### src/two_button_setup_pkg.sv
package two_button_setup_pkg;

    localparam int CLOCK_MHZ = 250;
    localparam int HOLD_TIME_MS = 1000;
    localparam int DEBOUNCE_TIME_MS = 10;
    localparam int SLOW_STEP_MS = 200;
    localparam int FAST_STEP_MS = 50;
    localparam int HOLD_CYCLES = HOLD_TIME_MS * 1000 * CLOCK_MHZ;
    localparam int DEBOUNCE_CYCLES = DEBOUNCE_TIME_MS * 1000 * CLOCK_MHZ;
    localparam int SLOW_STEP_CYCLES = SLOW_STEP_MS * 1000 * CLOCK_MHZ;
    localparam int FAST_STEP_CYCLES = FAST_STEP_MS * 1000 * CLOCK_MHZ;
    localparam logic [3:0] PAUSE_STEPS = 4'h4;

    localparam logic signed [3:0] OFFSET_LIMIT = 4'sd4;
    localparam logic signed [6:0] VERTICAL_LIMIT = 7'sd36;
    localparam logic [1:0] EXPOSURE_DEFAULT = 2'h0;
    localparam logic [1:0] EXPOSURE_LAST = 2'h3;

    localparam logic [7:0] CTRL_OFFSET = 8'h00;
    localparam logic [7:0] STATUS_OFFSET = 8'h04;
    localparam logic [7:0] WORKING_OFFSET = 8'h08;
    localparam logic [7:0] STORED_OFFSET = 8'h0c;

    localparam int CTRL_LOCK_BIT = 0;
    localparam int CTRL_ABORT_BIT = 1;
    localparam int STATUS_STATE_POS = 0;
    localparam int STATUS_CALSEL_BIT = 4;
    localparam int STATUS_HOLD_BIT = 5;
    localparam int STATUS_LED_BIT = 6;
    localparam int VALUE_OFFSET_POS = 0;
    localparam int VALUE_VERTICAL_POS = 8;
    localparam int VALUE_EXPOSURE_POS = 16;

    typedef enum logic [2:0] {
        NORMAL,
        CAL_SELECT,
        VERTICAL_ADJ,
        OFFSET_ADJ,
        EXPOSURE_SELECT
    } menu_e;

endpackage : two_button_setup_pkg

### src/two_button_setup_menu.sv
// The address map and register access over APB are this design's own decisions.
`timescale 1ns/1ps
`default_nettype none
module two_button_setup_menu #(
    parameter int HOLD_CYCLES = two_button_setup_pkg::HOLD_CYCLES,
    parameter int DEBOUNCE_CYCLES = two_button_setup_pkg::DEBOUNCE_CYCLES,
    parameter int SLOW_STEP_CYCLES = two_button_setup_pkg::SLOW_STEP_CYCLES,
    parameter int FAST_STEP_CYCLES = two_button_setup_pkg::FAST_STEP_CYCLES
) (
    // clock and reset
    input wire logic clock,
    input wire logic arst_n,
    // apb slave
    input wire logic psel,
    input wire logic penable,
    input wire logic pwrite,
    input wire logic [7:0] paddr,
    input wire logic [31:0] pwdata,
    output logic [31:0] prdata,
    output logic pready,
    output logic pslverr,
    // push buttons, high while pressed
    input wire logic buttonOne,
    input wire logic buttonTwo,
    // status led
    output logic statusLed,
    // nonvolatile storage
    input wire logic signed [3:0] nvOffsetIn,
    input wire logic signed [6:0] nvVerticalIn,
    input wire logic [1:0] nvExposureIn,
    output logic nvWrite,
    output logic signed [3:0] nvOffsetOut,
    output logic signed [6:0] nvVerticalOut,
    output logic [1:0] nvExposureOut,
    // applied settings and restart
    output logic signed [3:0] side_by_side_layout,
    output logic signed [6:0] verticalShift,
    output logic [1:0] exposure_control,
    output logic cameraRestart
);

    localparam int CW = 32;

    // reset release
    logic rstA_reg;
    logic rstN;
    always_ff @(posedge clock or negedge arst_n)
    begin
        if (!arst_n)
        begin
            rstA_reg <= 1'b0;
            rstN <= 1'b0;
        end
        else
        begin
            rstA_reg <= 1'b1;
            rstN <= rstA_reg;
        end
    end

    logic [1:0] rawButton;
    logic [1:0] level;
    logic [1:0] longHeld;
    logic [1:0] shortRel;
    logic [1:0] longRel;
    logic lock_reg;
    assign rawButton = {buttonTwo, buttonOne};

    genvar gi;
    generate
        for (gi = 0; gi < 2; gi++)
        begin : g_button
            logic syncA_reg, syncB_reg, level_reg, level_next, prev_reg, long_reg, long_next;
            logic [CW-1:0] bounce_reg, bounce_next, hold_reg, hold_next;
            always_comb
            begin
                level_next = level_reg;
                bounce_next = '0;
                if (syncB_reg != level_reg)
                begin
                    bounce_next = bounce_reg + 32'h1;
                    if (bounce_reg >= DEBOUNCE_CYCLES - 1)
                    begin
                        level_next = syncB_reg;
                        bounce_next = '0;
                    end
                end
                hold_next = '0;
                long_next = 1'b0;
                if (level_reg)
                begin
                    hold_next = long_reg ? hold_reg : hold_reg + 32'h1;
                    long_next = long_reg || (hold_reg >= HOLD_CYCLES - 1);
                end
            end
            always_ff @(posedge clock or negedge rstN)
            begin
                if (!rstN)
                begin
                    syncA_reg <= 1'b0;
                    syncB_reg <= 1'b0;
                    level_reg <= 1'b0;
                    prev_reg <= 1'b0;
                    long_reg <= 1'b0;
                    bounce_reg <= '0;
                    hold_reg <= '0;
                end
                else
                begin
                    syncA_reg <= rawButton[gi];
                    syncB_reg <= syncA_reg;
                    level_reg <= level_next;
                    prev_reg <= level_reg;
                    long_reg <= long_next;
                    bounce_reg <= bounce_next;
                    hold_reg <= hold_next;
                end
            end
            assign level[gi] = level_reg;
            assign longHeld[gi] = long_reg && !lock_reg;
            // events fire on release only
            assign shortRel[gi] = prev_reg && !level_reg && !long_reg && !lock_reg;
            assign longRel[gi] = prev_reg && !level_reg && long_reg && !lock_reg;
        end
    endgenerate

    // menu state
    two_button_setup_pkg::menu_e state_reg, state_next;
    logic calSel_reg, calSel_next;
    logic loaded_reg, loaded_next;
    logic signed [3:0] offWork_reg, offWork_next, offStore_reg, offStore_next;
    logic signed [6:0] vertWork_reg, vertWork_next, vertStore_reg, vertStore_next;
    logic [1:0] expWork_reg, expWork_next, expStore_reg, expStore_next;
    logic nvWrite_next, restart_next;
    logic abortReq;

    always_comb
    begin
        state_next = state_reg;
        calSel_next = calSel_reg;
        loaded_next = 1'b1;
        offWork_next = offWork_reg;
        vertWork_next = vertWork_reg;
        expWork_next = expWork_reg;
        offStore_next = offStore_reg;
        vertStore_next = vertStore_reg;
        expStore_next = expStore_reg;
        nvWrite_next = 1'b0;
        restart_next = 1'b0;
        if (!loaded_reg)
        begin
            offStore_next = nvOffsetIn;
            vertStore_next = nvVerticalIn;
            expStore_next = nvExposureIn;
        end
        else if (abortReq)
        begin
            state_next = two_button_setup_pkg::NORMAL;
        end
        else
        begin
            case (state_reg)
                two_button_setup_pkg::NORMAL:
                begin
                    if (longRel[0])
                    begin
                        state_next = two_button_setup_pkg::CAL_SELECT;
                        calSel_next = 1'b0;
                    end
                    else if (longRel[1])
                    begin
                        state_next = two_button_setup_pkg::EXPOSURE_SELECT;
                        expWork_next = expStore_reg;
                    end
                end
                two_button_setup_pkg::CAL_SELECT:
                begin
                    if (shortRel != 2'b00)
                        calSel_next = !calSel_reg;
                    else if (longRel[0])
                    begin
                        offWork_next = offStore_reg;
                        vertWork_next = vertStore_reg;
                        state_next = calSel_reg ? two_button_setup_pkg::OFFSET_ADJ
                            : two_button_setup_pkg::VERTICAL_ADJ;
                    end
                end
                two_button_setup_pkg::OFFSET_ADJ:
                begin
                    if (shortRel[0] && offWork_reg > -two_button_setup_pkg::OFFSET_LIMIT)
                        offWork_next = offWork_reg - 4'sd1;
                    else if (shortRel[1] && offWork_reg < two_button_setup_pkg::OFFSET_LIMIT)
                        offWork_next = offWork_reg + 4'sd1;
                    else if (longRel[0])
                    begin
                        offStore_next = offWork_reg;
                        nvWrite_next = 1'b1;
                        restart_next = 1'b1;
                        state_next = two_button_setup_pkg::NORMAL;
                    end
                end
                two_button_setup_pkg::VERTICAL_ADJ:
                begin
                    if (shortRel[0] && vertWork_reg > -two_button_setup_pkg::VERTICAL_LIMIT)
                        vertWork_next = vertWork_reg - 7'sd1;
                    else if (shortRel[1] && vertWork_reg < two_button_setup_pkg::VERTICAL_LIMIT)
                        vertWork_next = vertWork_reg + 7'sd1;
                    else if (longRel[0])
                    begin
                        vertStore_next = vertWork_reg;
                        nvWrite_next = 1'b1;
                        restart_next = 1'b1;
                        state_next = two_button_setup_pkg::NORMAL;
                    end
                end
                two_button_setup_pkg::EXPOSURE_SELECT:
                begin
                    if (shortRel[0])
                        expWork_next = expWork_reg + 2'h1;
                    else if (shortRel[1])
                        expWork_next = expWork_reg - 2'h1;
                    else if (longRel[1])
                    begin
                        expStore_next = expWork_reg;
                        nvWrite_next = 1'b1;
                        restart_next = 1'b1;
                        state_next = two_button_setup_pkg::NORMAL;
                    end
                end
                default:
                    state_next = two_button_setup_pkg::NORMAL;
            endcase
        end
    end

    always_ff @(posedge clock or negedge rstN)
    begin
        if (!rstN)
        begin
            state_reg <= two_button_setup_pkg::NORMAL;
            calSel_reg <= 1'b0;
            loaded_reg <= 1'b0;
            offWork_reg <= '0;
            vertWork_reg <= '0;
            expWork_reg <= two_button_setup_pkg::EXPOSURE_DEFAULT;
            offStore_reg <= '0;
            vertStore_reg <= '0;
            expStore_reg <= two_button_setup_pkg::EXPOSURE_DEFAULT;
            nvWrite <= 1'b0;
            cameraRestart <= 1'b0;
        end
        else
        begin
            state_reg <= state_next;
            calSel_reg <= calSel_next;
            loaded_reg <= loaded_next;
            offWork_reg <= offWork_next;
            vertWork_reg <= vertWork_next;
            expWork_reg <= expWork_next;
            offStore_reg <= offStore_next;
            vertStore_reg <= vertStore_next;
            expStore_reg <= expStore_next;
            nvWrite <= nvWrite_next;
            cameraRestart <= restart_next;
        end
    end

    assign nvOffsetOut = offStore_reg;
    assign nvVerticalOut = vertStore_reg;
    assign nvExposureOut = expStore_reg;
    assign side_by_side_layout = offStore_reg;
    assign verticalShift = vertStore_reg;
    assign exposure_control = expStore_reg;

    // led pattern: solid, fast blink, or n flashes, pause, repeat
    logic solid, fast;
    logic [2:0] flashes;
    always_comb
    begin
        solid = 1'b0;
        fast = 1'b0;
        flashes = 3'h1;
        case (state_reg)
            two_button_setup_pkg::NORMAL:
            begin
                solid = longHeld == 2'b00;
                fast = longHeld != 2'b00;
            end
            two_button_setup_pkg::CAL_SELECT:
            begin
                fast = longHeld[0];
                flashes = calSel_reg ? 3'h2 : 3'h1;
            end
            two_button_setup_pkg::VERTICAL_ADJ, two_button_setup_pkg::OFFSET_ADJ:
            begin
                solid = longHeld[0];
                fast = 1'b1;
            end
            two_button_setup_pkg::EXPOSURE_SELECT:
            begin
                solid = longHeld[1];
                flashes = {1'b0, expWork_reg} + 3'h1;
            end
            default:
                solid = 1'b1;
        endcase
    end

    logic [CW-1:0] tick_reg, tick_next;
    logic [3:0] step_reg, step_next;
    logic [3:0] stepLast;
    logic led_next;
    always_comb
    begin
        stepLast = fast ? 4'h1 : {flashes, 1'b0} + two_button_setup_pkg::PAUSE_STEPS - 4'h1;
        tick_next = tick_reg + 32'h1;
        step_next = step_reg;
        if (tick_reg >= (fast ? FAST_STEP_CYCLES : SLOW_STEP_CYCLES) - 1)
        begin
            tick_next = '0;
            step_next = (step_reg >= stepLast) ? 4'h0 : step_reg + 4'h1;
        end
        if (step_reg > stepLast)
            step_next = 4'h0;
        led_next = solid || (!step_reg[0] && step_reg < {flashes, 1'b0});
    end

    always_ff @(posedge clock or negedge rstN)
    begin
        if (!rstN)
        begin
            tick_reg <= '0;
            step_reg <= '0;
            statusLed <= 1'b0;
        end
        else
        begin
            tick_reg <= tick_next;
            step_reg <= step_next;
            statusLed <= led_next;
        end
    end

    // apb: read data latched in setup, write applied in access, one access cycle
    logic setupPhase, accessPhase, mapped;
    logic abort_reg, abort_next, lock_next, err_reg, err_next;
    logic [31:0] rdata_next, working, stored;
    assign setupPhase = psel && !penable;
    assign accessPhase = psel && penable;
    assign mapped = paddr == two_button_setup_pkg::CTRL_OFFSET
        || paddr == two_button_setup_pkg::STATUS_OFFSET
        || paddr == two_button_setup_pkg::WORKING_OFFSET
        || paddr == two_button_setup_pkg::STORED_OFFSET;
    assign abortReq = abort_reg;
    assign pready = accessPhase;
    assign pslverr = accessPhase && err_reg;

    always_comb
    begin
        working = '0;
        working[two_button_setup_pkg::VALUE_OFFSET_POS +: 4] = offWork_reg;
        working[two_button_setup_pkg::VALUE_VERTICAL_POS +: 7] = vertWork_reg;
        working[two_button_setup_pkg::VALUE_EXPOSURE_POS +: 2] = expWork_reg;
        stored = '0;
        stored[two_button_setup_pkg::VALUE_OFFSET_POS +: 4] = offStore_reg;
        stored[two_button_setup_pkg::VALUE_VERTICAL_POS +: 7] = vertStore_reg;
        stored[two_button_setup_pkg::VALUE_EXPOSURE_POS +: 2] = expStore_reg;
        rdata_next = prdata;
        err_next = err_reg;
        lock_next = lock_reg;
        abort_next = 1'b0;
        if (setupPhase)
        begin
            err_next = !mapped;
            rdata_next = '0;
            case (paddr)
                two_button_setup_pkg::CTRL_OFFSET:
                    rdata_next[two_button_setup_pkg::CTRL_LOCK_BIT] = lock_reg;
                two_button_setup_pkg::STATUS_OFFSET:
                begin
                    rdata_next[two_button_setup_pkg::STATUS_STATE_POS +: 3] = state_reg;
                    rdata_next[two_button_setup_pkg::STATUS_CALSEL_BIT] = calSel_reg;
                    rdata_next[two_button_setup_pkg::STATUS_HOLD_BIT] = longHeld != 2'b00;
                    rdata_next[two_button_setup_pkg::STATUS_LED_BIT] = statusLed;
                end
                two_button_setup_pkg::WORKING_OFFSET:
                    rdata_next = working;
                two_button_setup_pkg::STORED_OFFSET:
                    rdata_next = stored;
                default:
                    rdata_next = '0;
            endcase
        end
        if (accessPhase && pwrite && paddr == two_button_setup_pkg::CTRL_OFFSET)
        begin
            lock_next = pwdata[two_button_setup_pkg::CTRL_LOCK_BIT];
            abort_next = pwdata[two_button_setup_pkg::CTRL_ABORT_BIT];
        end
    end

    always_ff @(posedge clock or negedge rstN)
    begin
        if (!rstN)
        begin
            prdata <= '0;
            err_reg <= 1'b0;
            lock_reg <= 1'b0;
            abort_reg <= 1'b0;
        end
        else
        begin
            prdata <= rdata_next;
            err_reg <= err_next;
            lock_reg <= lock_next;
            abort_reg <= abort_next;
        end
    end

endmodule : two_button_setup_menu
`default_nettype wire

### config.mk
export PLATFORM = sky130hd
export DESIGN_NAME = two_button_setup_menu
export DESIGN_NICKNAME = d
export VERILOG_FILES = /design/src/two_button_setup_pkg.sv /design/src/two_button_setup_menu.sv
export SDC_FILE = /design/constraint.sdc
export NUM_CORES = 1
export LEC_CHECK = 0
export BUFFER_PORTS_ARGS = -buffer_cell sky130_fd_sc_hd__clkbuf_2
export CORE_ASPECT_RATIO = 0.5
export CORE_UTILIZATION = 60
export DETAILED_ROUTE_END_ITERATION = 8
export GPL_TIMING_DRIVEN = 0
export PLACE_DENSITY = 0.87
export SYNTH_ARGS = -nofsm -noshare
export SYNTH_HDL_FRONTEND = slang
export SYNTH_SLANG_ARGS = --single-unit
### constraint.sdc
create_clock -name clock -period 15.1 [get_ports clock]
set_input_delay 2.265 -clock clock [delete_from_list [all_inputs] [get_ports clock]]
set_output_delay 2.265 -clock clock [all_outputs]
set_load 0.005 [all_outputs]
After elaboration in Yosys (flattened, before gate mapping):

Cells that the tools add are included.

* bits in registers: 244
* output and inout bits: 63
* input port bits: 60
* logic and storage cells: 250

* equality and inequality tests: 42
* reductions and logical operators: 58
* add/subtract/negate cells: 16
* multiplexer cells: 88
* bitwise operators: 1
* magnitude comparators: 12

Operator list (number)
* 32-bit 2-to-1 mux: 9
* 32-bit by 1-bit adder with 32-bit output (second input constant): 5
* 7-bit 2-to-1 mux: 10
* 32-bit by 22-bit greater-or-equal comparator with 1-bit output (second input constant): 2
* 32-bit by 28-bit greater-or-equal comparator with 1-bit output (second input constant): 2
* 4-bit 2-to-1 mux: 14
* 3-bit 2-to-1 mux: 14
* 3-bit inequality test (second input constant): 12
* 2-bit inequality test (second input constant): 17
* 32-bit greater-or-equal comparator: 1
* 26-bit by 1-bit subtractor with 27-bit output (second input constant): 1
* 26-bit 2-to-1 mux: 1
* 1-bit logical AND: 22
* 2-bit 2-to-1 mux: 11
* 11-bit one-hot mux with 2 select lines: 1
* 5-bit AND reduction: 4
* 6-bit AND reduction: 3
* 8-bit by 4-bit equality test with 1-bit output (second input constant): 2
* 1-bit 2-to-1 mux: 16
* 3-bit one-hot mux with 5 select lines: 1
* 7-bit one-hot mux with 2 select lines: 1
* 2-bit nonzero test: 7
* 11-bit AND reduction: 1
* 1-bit zero test: 9
* 38 further kinds: 51

Logic depth before layout (Yosys ltp):

Gate-level depths: netlist of the first run.

* depth in word-level cells: 10
* depth in mapped cells: 14
* depth with buffers taken out: 13

Worst setup path after synthesis of the first run:

OpenSTA, ideal clock, no wires.

* kind: input -> output
* start point: in penable
* end point: out pslverr
* slack: 10418 ps
* buffers on the path: 0
* data arrival time: 2417 ps
* data required time: 12835 ps
* stages: 1
* cells stage by stage: and3_1

* word-level cells in the longest chain between the ends: 2

RTL lines
* from (decl): line two_button_setup_menu.sv:15 `input wire logic penable,`
* 1-bit logical AND: line two_button_setup_menu.sv:349 `assign accessPhase = psel && penable;`
* 1-bit logical AND: line two_button_setup_menu.sv:356 `assign pslverr = accessPhase && err_reg;`
* to (decl): line two_button_setup_menu.sv:21 `output logic pslverr,`

Every way passes these cells.

Final worst setup path of the first run:

* start point: in penable
* end point: out pready

* word-level cells in the longest chain between the ends: 1

RTL lines
* 1-bit logical AND: line two_button_setup_menu.sv:349
* to (decl): line two_button_setup_menu.sv:20 `output logic pready,`

Every way passes these cells.

==> metrics.cfg, run 1 <==
[synth]
synth.yosys.seq_area_share=0.482
yosys.area.top_type=dfrtp_1
synth_warnings=0
synth_edf_count=0
postSynthAreaPerCell_um2=9.71
ys_seq_elements=228
yosysTopAreaCellShare=0.482
ys_async_sr_fraction=1.00
syn_inst=1218
ys_top_cells_by_area=dfrtp_1, nor2_1, xnor2_1
yosysUniqueCellTypes=72
yosys_most_used_dff=dfrtp_1
syn-cell-area_um2=11800

[hold_path]
hold_class=flip-flop to asynchronous set/reset pin

[cells_and_area]
instances_no_fill=1635
area.sequential_um2=5710
layout-drive-gt1-share=0.124
layout_common_cells=dfrtp_1, nor2_1, nand2_1
area_growth_pct=14.0
final_util=0.716
nFillCells=1311
multi_input_area_um2=5760
layout.nets=1447
antennaDiodeCount=0
layout_commonest_cell=dfrtp_1
fin_area_um2=13500

[sta]
holdWs_ns=0.306
max_slew_margin=0.422
tns_ns=0
setup_viol=0
maxSlewViolCount=0
finClkSkew_ns=0.0163
max_clock_freq_ghz=0.201
worst_slew_pin_slew_ns=0.855
rsz0062_at_grt=false
layout_setup_ws_ns=10.13
period_share=0.329
hold_viol=0
fin_crit_ns=4.97

[critical_path]
required_ns=12.84
slowest_stage=nand2_1
cp_max_fo=4
r2r-end=step_reg[3]$_DFFE_PN0P_
timing.critical_path.buf_inv=3
rr_worst_depth=14
end_kind=primary output
crit_path_frequent_cell=clkbuf_2
rrSetupSlack_ns=11.42
cp-start-kind=input port
crit_family=buffers and inverters
critPathMaxStageDelay_ns=0.16
path_cells=clkbuf_2 -> nand2_1 -> inv_1 -> clkbuf_2
cp_data_arrival_time_ns=2.70
timing.rr.start=state_reg[2]$_DFFE_PN0P_
path_class=input port to primary output

[global_route]
grt_pass1_wl_um=44300
antenna_found_initial=0
grt_pass1_vias=9286
grt_max_degree=74
track_usage=0.267
grt_overflow=0

[pwr]
ir_worst_vdd_uv=52.3
p_leak_nw=6.07
p_sw_uw=307
p_int_mw=1.01
power_density_nw_per_um2=97.4
p_seq_frac=0.494
clockPowerShare=0.422
power_mw=1.31
swShare=0.234
combPwrFrac=0.084

[detailed_routing]
drc=0
vias=9403
dr.pass1.iters=5
first_iter_violations=778
wl_um=26700
postRouteAntennaNets=0
via_per_inst=5.75
wire_per_inst_um=16.3

[placement]
post-place-ws_ns=10.16
dp.cells=1598
place_hpwl_um=18900
gp_congestion=0.955
dpl_cell_area_um2=12800
portBuffers=76

[floorplan]
core-area_um2=18800
fp-row-count=35
start_util=0.628
chipHeight_um=101
die_w_um=201
io_pins=123
die_area_um2=20300

[cts]
cts-resized-gates=0
clkTransAtPathRegs_ns=0.07
cts_inserted_buffers=21
cts_tree=built
clock_latency_ns=0.52
clock_path_buffers=3
cts-root-buf=clkbuf_16
cts_max_level=1
ctsHoldBuffers=0
post_cts_buffers=0
numClockSinks=228

[run_status]
status=complete, no violations

[job]
drv_cap=0

[worst reg2reg max path, delay by kind of cell (launching register included)]
family / cells / cell delay (ns)
compound gates: 5 / 1.17
xor+xnor: 1 / 0.12
fa+ha+maj: 2 / 0.46
buf+inv: 3 / 0.63
flops: 1 / 0.32
simple gates: 3 / 0.85
[power by group through the flow]
stage / combinational (mW) / clock (mW) / sequential (mW)
floorplan: 0.0668 / 0 / 0.662
global placement: 0.0920 / 0 / 0.668
detailed placement: 0.110 / 0 / 0.660
CTS: 0.111 / 0.562 / 0.649
global route: 0.124 / 0.586 / 0.651
finish: 0.110 / 0.554 / 0.649
[cells in the mapped netlist (all sizes together), types with 6 or more instances]
| library cell | instances |
|---|---|
| xnor2 | 64 |
| xor2 | 60 |
| o31ai | 7 |
| nand4 | 30 |
| nand3 | 58 |
| nand2 | 94 |
| nor3b | 7 |
| a211oi | 10 |
| ha | 23 |
| a221oi | 10 |
| and4 | 12 |
| mux2i | 14 |
| o21ai | 38 |
| a31oi | 6 |
| buf | 44 |
| o21a | 7 |
| nor3 | 26 |
| nor2 | 160 |
| and2 | 60 |
| a21boi | 6 |
| clkbuf | 27 |
| a21o | 6 |
| o22ai | 8 |
| and3 | 30 |
| a21oi | 38 |
| inv | 31 |
| dfrtp | 228 |
| nor4 | 14 |
| nand2b | 9 |
| or3 | 9 |
| nor2b | 14 |
[layer usage]
| metal | wire, um | vias up | GRT usage |
|---|---|---|---|
| met5 | 0 | - | 0 |
| li1 | - | 4468 | - |
| met2 | 12900 | 296 | 0.465 |
| met3 | 1550 | 46 | 0.0438 |
| met4 | 600 | 0 | 0.0881 |
| met1 | 11600 | 4593 | 0.348 |
[how the worst max path moves through the flow]
stage          cells after the start                       to      startpoint  slack (ns)
4_1_cts                            4                   pready         penable       10.15
3_5_place_dp                       4                   pready         penable       10.16
2_1_floorplan                      0       abortReq$_DFF_PN0_  rstN$_DFF_PN0_        8.28
6_report                           4                   pready         penable       10.13
3_3_place_gp                       0  cameraRestart$_DFF_PN0_  rstN$_DFF_PN0_        6.17
5_1_grt                            4                   pready            psel       10.09
[final cells by class]
cell class / instances / share of cell area
Clock inverter: 6 / 0.00807
Buffer: 71 / 0.0298
Sequential cell: 228 / 0.423
Multi-Input combinational cell: 930 / 0.427
Inverter: 31 / 0.00881
Tap cell: 259 / 0.0240
Clock buffer: 31 / 0.0447
Timing Repair Buffer: 79 / 0.0343
[cell families (layout without fill, tap and decap cells)]
family,after synthesis,after routing,share of synthesized area
compound gates,178,178,0.103
xor+xnor,124,124,0.0918
fa+ha+maj,25,25,0.0277
buf+inv,102,218,0.0440
flops,228,228,0.482
mux,19,19,0.0176
other cells,2,44,0.000635
simple gates,540,540,0.233
(Power assumes the default switching activity.)
==> run 2: changes to the inputs <==
--- a/config.mk
+++ b/config.mk
@@ -7,10 +7,10 @@
 export LEC_CHECK = 0
 export BUFFER_PORTS_ARGS = -buffer_cell sky130_fd_sc_hd__clkbuf_2
 export CORE_ASPECT_RATIO = 0.5
-export CORE_UTILIZATION = 60
+export CORE_UTILIZATION = 54
 export DETAILED_ROUTE_END_ITERATION = 8
 export GPL_TIMING_DRIVEN = 0
-export PLACE_DENSITY = 0.87
+export PLACE_DENSITY = 0.83
 export SYNTH_ARGS = -nofsm -noshare
 export SYNTH_HDL_FRONTEND = slang
 export SYNTH_SLANG_ARGS = --single-unit
==> constraint.sdc (replaced) <==
create_clock -name clock -period 4.26 [get_ports clock]
set_input_delay 0.639 -clock clock [delete_from_list [all_inputs] [get_ports clock]]
set_output_delay 0.639 -clock clock [all_outputs]
set_load 0.005 [all_outputs]
==> run 2 against run 1 <==
- sequential cell count is the same
- via count is 0.61% lower
- utilization is 7.0 points lower
- clock power rose to 3.7 times the previous value
- critical path depth is 10 higher
- hold slack worse by 0.083 ns
- largest cell class unchanged
==> metrics.cfg, run 2 (synthesis results as in run 1) <==
[sta]
fin_crit_ns=3.68
holdWs_ns=0.223  ; was 0.306 ns
hold_viol=0  ; unchanged
tns_ns=0  ; unchanged
setup_viol=0  ; unchanged
worst_slew_pin_slew_ns=0.947  ; was 0.855 ns
maxSlewViolCount=0  ; unchanged
max_clock_freq_ghz=0.272
period_share=0.864
finClkSkew_ns=0.0138  ; was 0.0163 ns
rsz0062_at_grt=false  ; unchanged
layout_setup_ws_ns=0.581  ; was 10.13 ns
max_slew_margin=0.360  ; was 0.422

[detailed_routing]
postRouteAntennaNets=0  ; unchanged
first_iter_violations=736  ; was 778
wl_um=25200  ; was 26700 um
vias=9346  ; was 9403
drc=0  ; unchanged
wire_per_inst_um=15.1  ; was 16.3 um
dr.pass1.iters=5  ; unchanged
via_per_inst=5.59  ; was 5.75

[critical_path]
cp-start-kind=flip-flop  ; was input port
required_ns=4.66  ; was 12.84 ns
cp_data_arrival_time_ns=4.07  ; was 2.70 ns
timing.rr.start=state_reg[2]$_DFFE_PN0P_  ; unchanged
critPathMaxStageDelay_ns=0.51  ; was 0.16 ns
cp-startpoint=state_reg[2]$_DFFE_PN0P_  ; was penable
rrSetupSlack_ns=0.58  ; was 11.42 ns
path_class=flip-flop to flip-flop  ; was input port to primary output
cp_max_fo=9  ; was 4
rr_worst_depth=14  ; unchanged
path_depth=14  ; was 4
path_cells=clkbuf_1 -> inv_1 -> nor2_1 -> a22oi_1 -> inv_1 -> ha_1 -> xnor2_1 -> nand2_1 -> ha_1 -> a21oi_1 -> a41o_1 -> and4b_1 -> a211o_1 -> a22o_1  ; was clkbuf_2 -> nand2_1 -> inv_1 -> clkbuf_2
crit_family=compound AO/OA/AOI/OAI gates  ; was buffers and inverters
r2r-end=step_reg[3]$_DFFE_PN0P_  ; unchanged
timing.critical_path.buf_inv=3  ; unchanged
end_kind=flip-flop  ; was primary output
slowest_stage=nor2_1  ; was nand2_1
critPathCapture=step_reg[3]$_DFFE_PN0P_  ; was pready

[cts]
cts_tree=built  ; unchanged
numClockSinks=228  ; unchanged
clock_path_buffers=3  ; unchanged
clock_latency_ns=0.52  ; about the same
cts_max_level=1  ; unchanged
cts-root-buf=clkbuf_16  ; unchanged
clkTransAtPathRegs_ns=0.07  ; about the same
cts_inserted_buffers=22  ; was 21
cts-resized-gates=0  ; unchanged

[floorplan]
fp-row-count=37  ; was 35
core-area_um2=21000  ; was 18800 um2
die_area_um2=22500  ; was 20300 um2
die_w_um=211  ; was 201 um
start_util=0.563  ; was 0.628
io_pins=123  ; unchanged
chipHeight_um=107  ; was 101 um

[global_route]
grt_pass1_vias=9098  ; was 9286
antenna_found_initial=0  ; unchanged
grt_pass1_wl_um=42800  ; was 44300 um
grt_max_degree=70  ; was 74
grt_overflow=0  ; unchanged
track_usage=0.230  ; was 0.267

[placement]
post-place-ws_ns=0.672  ; was 10.16 ns
dp.cells=1631  ; was 1598
gp_congestion=0.930  ; was 0.955
dpl_cell_area_um2=12800  ; about the same
place_hpwl_um=17800  ; was 18900 um
portBuffers=76  ; unchanged

[cells_and_area]
layout.nets=1449  ; was 1447
instances_no_fill=1672  ; was 1635
area_growth_pct=14.9  ; was 14.0%
nFillCells=1606  ; was 1311
layout-drive-gt1-share=0.128  ; was 0.124
layout_common_cells=dfrtp_1, nor2_1, nand2_1  ; unchanged
final_util=0.647  ; was 0.716
layout_commonest_cell=dfrtp_1  ; unchanged
fin_area_um2=13600  ; was 13500 um2
antennaDiodeCount=0  ; unchanged

[pwr]
power_density_nw_per_um2=350  ; was 97.4 nW/um2
power_mw=4.76  ; was 1.31 mW
ir_worst_vdd_uv=242  ; was 52.3 uV
p_leak_nw=6.10  ; was 6.07 nW

[hold_path]
min_path_cells=1
hold_class=input port to flip-flop  ; was flip-flop to asynchronous set/reset pin

[job]
drv_cap=0  ; unchanged

[run_status]
status=complete, no violations  ; unchanged

run 2: cell count changes in the layout (fill, tap and decap cells not counted), sizes merged:
cell         before  now
clkinvlp          0    2
dlygate4sd3       0    1
inv              32   33
clkbuf          134  132
clkinv            2    4
run 2: metal layers:
| layer | wire length (um) | global-route usage | up-vias |
|---|---|---|---|
| li1 | - | - | 4469 |
| met1 | 11300 | 0.311 | 4590 |
| met2 | 12200 | 0.391 | 241 |
| met3 | 1250 | 0.0351 | 46 |
| met4 | 493 | 0.0554 | 0 |
| met5 | 0 | 0 | - |
run 2: worst min path at each step:
stage | startpoint | endpoint | slack (ns)
after floorplan | rstA_reg$_DFF_PN0_ | rstN$_DFF_PN0_ | 0.33
after global placement | g_button[1].syncA_reg$_DFF_PN0_ | g_button[1].syncB_reg$_DFF_PN0_ | 0.34
after detailed placement | g_button[1].syncA_reg$_DFF_PN0_ | g_button[1].syncB_reg$_DFF_PN0_ | 0.33
after CTS | buttonOne | g_button[0].syncA_reg$_DFF_PN0_ | 0.21
after global routing | buttonOne | g_button[0].syncA_reg$_DFF_PN0_ | 0.22
final | buttonOne | g_button[0].syncA_reg$_DFF_PN0_ | 0.22
run 2: cell type report:
cell class,count,area (um2),area share
Clock buffer,29,617,0.0454
Tap cell,292,365,0.0269
Multi-Input combinational cell,930,5760,0.424
Timing Repair Buffer,80,465,0.0342
Sequential cell,228,5710,0.420
Buffer,71,402,0.0296
Clock inverter,11,154,0.0113
Inverter,31,119,0.00875
run 2: worst reg2reg max path: stages, from the launching register on:
cell and delay, ns:
dfrtp_1 0.33, clkbuf_1 0.36, inv_1 0.24, nor2_1 0.51
a22oi_1 0.22, inv_1 0.09, ha_1 0.15, xnor2_1 0.11
nand2_1 0.07, ha_1 0.30, a21oi_1 0.13, a41o_1 0.28
and4b_1 0.23, a211o_1 0.31, a22o_1 0.23
run 2: timing repair:
item	4_1_cts	5_1_grt
endpoints found under the hold margin	2	0
setup endpoints to repair	0	0
buffers inserted	0	0
hold buffers	1	0
run 2: where the power goes:
group / switching, mW / leakage, nW / internal, mW
registers: 0.0737 / 3.01 / 2.23
clock network: 0.859 / 0.374 / 1.21
logic: 0.207 / 2.71 / 0.178
total: 1.14 / 6.10 / 3.62
==> run 3: changes to the inputs <==
--- a/config.mk
+++ b/config.mk
@@ -11,6 +11,7 @@
 export DETAILED_ROUTE_END_ITERATION = 8
 export GPL_TIMING_DRIVEN = 0
 export PLACE_DENSITY = 0.83
+export RECOVER_POWER = 100
 export SYNTH_ARGS = -nofsm -noshare
 export SYNTH_HDL_FRONTEND = slang
 export SYNTH_SLANG_ARGS = --single-unit
==> run 3 against run 2 <==
- the flow now finishes with violations (max-capacitance violations, max-slew violations)
- clock power about the same
- utilization fell by 0.42 points
- hold slack better by 0.0027 ns
- setup slack got worse by 0.14 ns
- sequential power is essentially flat
- clock skew rose by 0.0012 ns
- via count about the same
- largest power group unchanged
==> metrics.cfg, run 3 (synthesis results as in run 1) <==
[cts]
cts-resized-gates=0  ; unchanged
clkTransAtPathRegs_ns=0.07  ; about the same
clock_path_buffers=3  ; unchanged
cts_max_level=1  ; unchanged
clock_latency_ns=0.52  ; about the same
numClockSinks=228  ; unchanged
cts-root-buf=clkbuf_16  ; unchanged
cts_tree=built  ; unchanged
cts_inserted_buffers=22  ; unchanged

[hold_path]
min_path_cells=1  ; unchanged
hold_class=input port to flip-flop  ; unchanged
min_from=buttonOne  ; unchanged
hold_end=g_button[0].syncA_reg$_DFF_PN0_  ; unchanged

[global_route]
grt_pass1_vias=9098  ; unchanged
grt_max_degree=70  ; unchanged
grt_overflow=0  ; unchanged
antenna_found_initial=0  ; unchanged
grt_pass1_wl_um=42800  ; unchanged
track_usage=0.230  ; unchanged

[sta]
maxSlewViolCount=68  ; was 0
setup_viol=0  ; unchanged
rsz0062_at_grt=false  ; unchanged
period_share=0.897  ; was 0.864
max_slew_margin=-0.887  ; was 0.360
layout_setup_ws_ns=0.437  ; was 0.581 ns
finClkSkew_ns=0.0149  ; was 0.0138 ns
tns_ns=0  ; unchanged
hold_viol=0  ; unchanged
fin_crit_ns=3.82  ; was 3.68 ns
worst_slew_pin_slew_ns=2.83  ; was 0.947 ns
max_clock_freq_ghz=0.262  ; was 0.272 GHz

[critical_path]
path_cells=nor2_2 -> a211oi_1 -> clkinvlp_2 -> ha_1 -> nand2_1 -> nor3_1 -> and3_1 -> nand4_1 -> o211ai_1 -> clkbuf_1 -> nor2_1  ; was clkbuf_1 -> inv_1 -> nor2_1 -> a22oi_1 -> inv_1 -> ha_1 -> xnor2_1 -> nand2_1 -> ha_1 -> a21oi_1 -> a41o_1 -> and4b_1 -> a211o_1 -> a22o_1
cp_data_arrival_time_ns=4.19  ; was 4.07 ns
critPathMaxStageDelay_ns=0.68  ; was 0.51 ns
cp_max_fo=10  ; was 9
r2r-end=tick_reg[19]$_DFF_PN0_  ; was step_reg[3]$_DFFE_PN0P_
rr_worst_depth=11  ; was 14
crit_family=buffers and inverters  ; was compound AO/OA/AOI/OAI gates
slowest_stage=a211oi_1  ; was nor2_1
rrSetupSlack_ns=0.44  ; was 0.58 ns
timing.critical_path.buf_inv=2  ; was 3
cp-start-kind=flip-flop  ; unchanged
timing.rr.start=g_button[0].long_reg$_DFF_PN0_  ; was state_reg[2]$_DFFE_PN0P_
end_kind=flip-flop  ; unchanged
required_ns=4.63  ; was 4.66 ns
path_class=flip-flop to flip-flop  ; unchanged

[detailed_routing]
postRouteAntennaNets=0  ; unchanged
vias=9351  ; was 9346
first_iter_violations=712  ; was 736
dr.pass1.iters=5  ; unchanged
via_per_inst=5.59  ; about the same
wire_per_inst_um=15.1  ; about the same
wl_um=25200  ; about the same
drc=0  ; unchanged

[pwr]
power_density_nw_per_um2=352  ; was 350 nW/um2
p_int_mw=3.61  ; was 3.62 mW
combPwrFrac=0.080  ; was 0.081
power_mw=4.75  ; was 4.76 mW
p_leak_nw=5.99  ; was 6.10 nW
ir_worst_vdd_uv=242  ; about the same
p_sw_mw=1.14  ; about the same
p_seq_frac=0.484  ; was 0.483
clockPowerShare=0.436  ; about the same
swShare=0.240  ; about the same

[placement]
place_hpwl_um=17800  ; unchanged
post-place-ws_ns=0.672  ; unchanged
gp_congestion=0.930  ; unchanged
dp.cells=1631  ; unchanged
portBuffers=76  ; unchanged

[cells_and_area]
antennaDiodeCount=0  ; unchanged
final_util=0.642  ; was 0.647
layout-drive-gt1-share=0.106  ; was 0.128
layout_common_cells=dfrtp_1, nor2_1, nand2_1  ; unchanged
layout_commonest_cell=dfrtp_1  ; unchanged
layout.nets=1449  ; unchanged
area_growth_pct=14.2  ; was 14.9%
instances_no_fill=1672  ; unchanged

[floorplan]
start_util=0.563  ; unchanged
die_area_um2=22500  ; unchanged
chipHeight_um=107  ; unchanged
fp-row-count=37  ; unchanged
die_w_um=211  ; unchanged
io_pins=123  ; unchanged
core-area_um2=21000  ; unchanged

[job]
drv_cap=1  ; was 0

[run_status]
status=finished with violations  ; was complete, no violations
violations=max-capacitance violations, max-slew violations

-- run 3: power by group through the flow --
stage / sequential [mW] / combinational (mW) / clock, mW
2_1_floorplan: 2.34 / 0.237 / 0
3_3_place_gp: 2.36 / 0.327 / 0
3_5_place_dp: 2.34 / 0.381 / 0
4_1_cts: 2.30 / 0.386 / 2.11
5_1_grt: 2.31 / 0.432 / 2.20
6_report: 2.30 / 0.379 / 2.07
-- run 3: worst max path at each step --
stage,cells past startpoint,end,slack (ns),from
final,11,tick_reg[19]$_DFF_PN0_,0.44,g_button[0].long_reg$_DFF_PN0_
after detailed placement,14,step_reg[3]$_DFFE_PN0P_,0.67,state_reg[2]$_DFFE_PN0P_
after CTS,14,step_reg[3]$_DFFE_PN0P_,0.65,state_reg[2]$_DFFE_PN0P_
after global routing,12,tick_reg[22]$_DFF_PN0_,0.19,state_reg[1]$_DFFE_PN0P_
after global placement,0,vertWork_reg[4]$_DFFE_PN0P_,-0.62,rstN$_DFF_PN0_
after floorplan,0,abortReq$_DFF_PN0_,0.51,rstN$_DFF_PN0_
-- run 3: layout make-up --
cell class | count | area, um2
buffer | 71 | 392
fill | 1624 | 7520
clock inverter | 11 | 154
multi-input combinational | 930 | 5720
clock buffer | 29 | 617
inverter | 31 | 118
timing repair buffer | 80 | 427
tap | 292 | 365
sequential | 228 | 5710
-- run 3: worst reg2reg max path, cell delays in order (launching register included) --
cell        delay, ns
dfrtp_1          0.52
nor2_2           0.07
a211oi_1         0.68
clkinvlp_2       0.64
ha_1             0.47
nand2_1          0.05
nor3_1           0.13
and3_1           0.21
nand4_1          0.10
o211ai_1         0.25
clkbuf_1         0.45
nor2_1           0.11
-- run 3: per-layer routing --
metal / part of all wire / track usage / wire [um] / up-vias
met1: 0.44 / 0.311 / 11100 / 4557
met2: 0.48 / 0.391 / 12200 / 277
met5: 0 / 0 / 0 / -
met4: 0.021 / 0.0554 / 538 / 0
li1: - / - / - / 4469
met3: 0.055 / 0.0351 / 1390 / 48
-- run 3: repair_timing --
| action | in CTS | in global routing |
|---|---|---|
| hold buffers | 1 | 0 |
| hold endpoints to repair | 2 | 0 |
| setup buffers | 0 | 0 |
-- run 3: per-stage QoR --
step           hold slack [ns]  cell area, um2
5_1_grt                  0.216           13500
2_1_floorplan            0.331           12000
3_3_place_gp             0.336           12700
4_1_cts                  0.212           13600
6_report                 0.225           13500
3_5_place_dp             0.335           12800
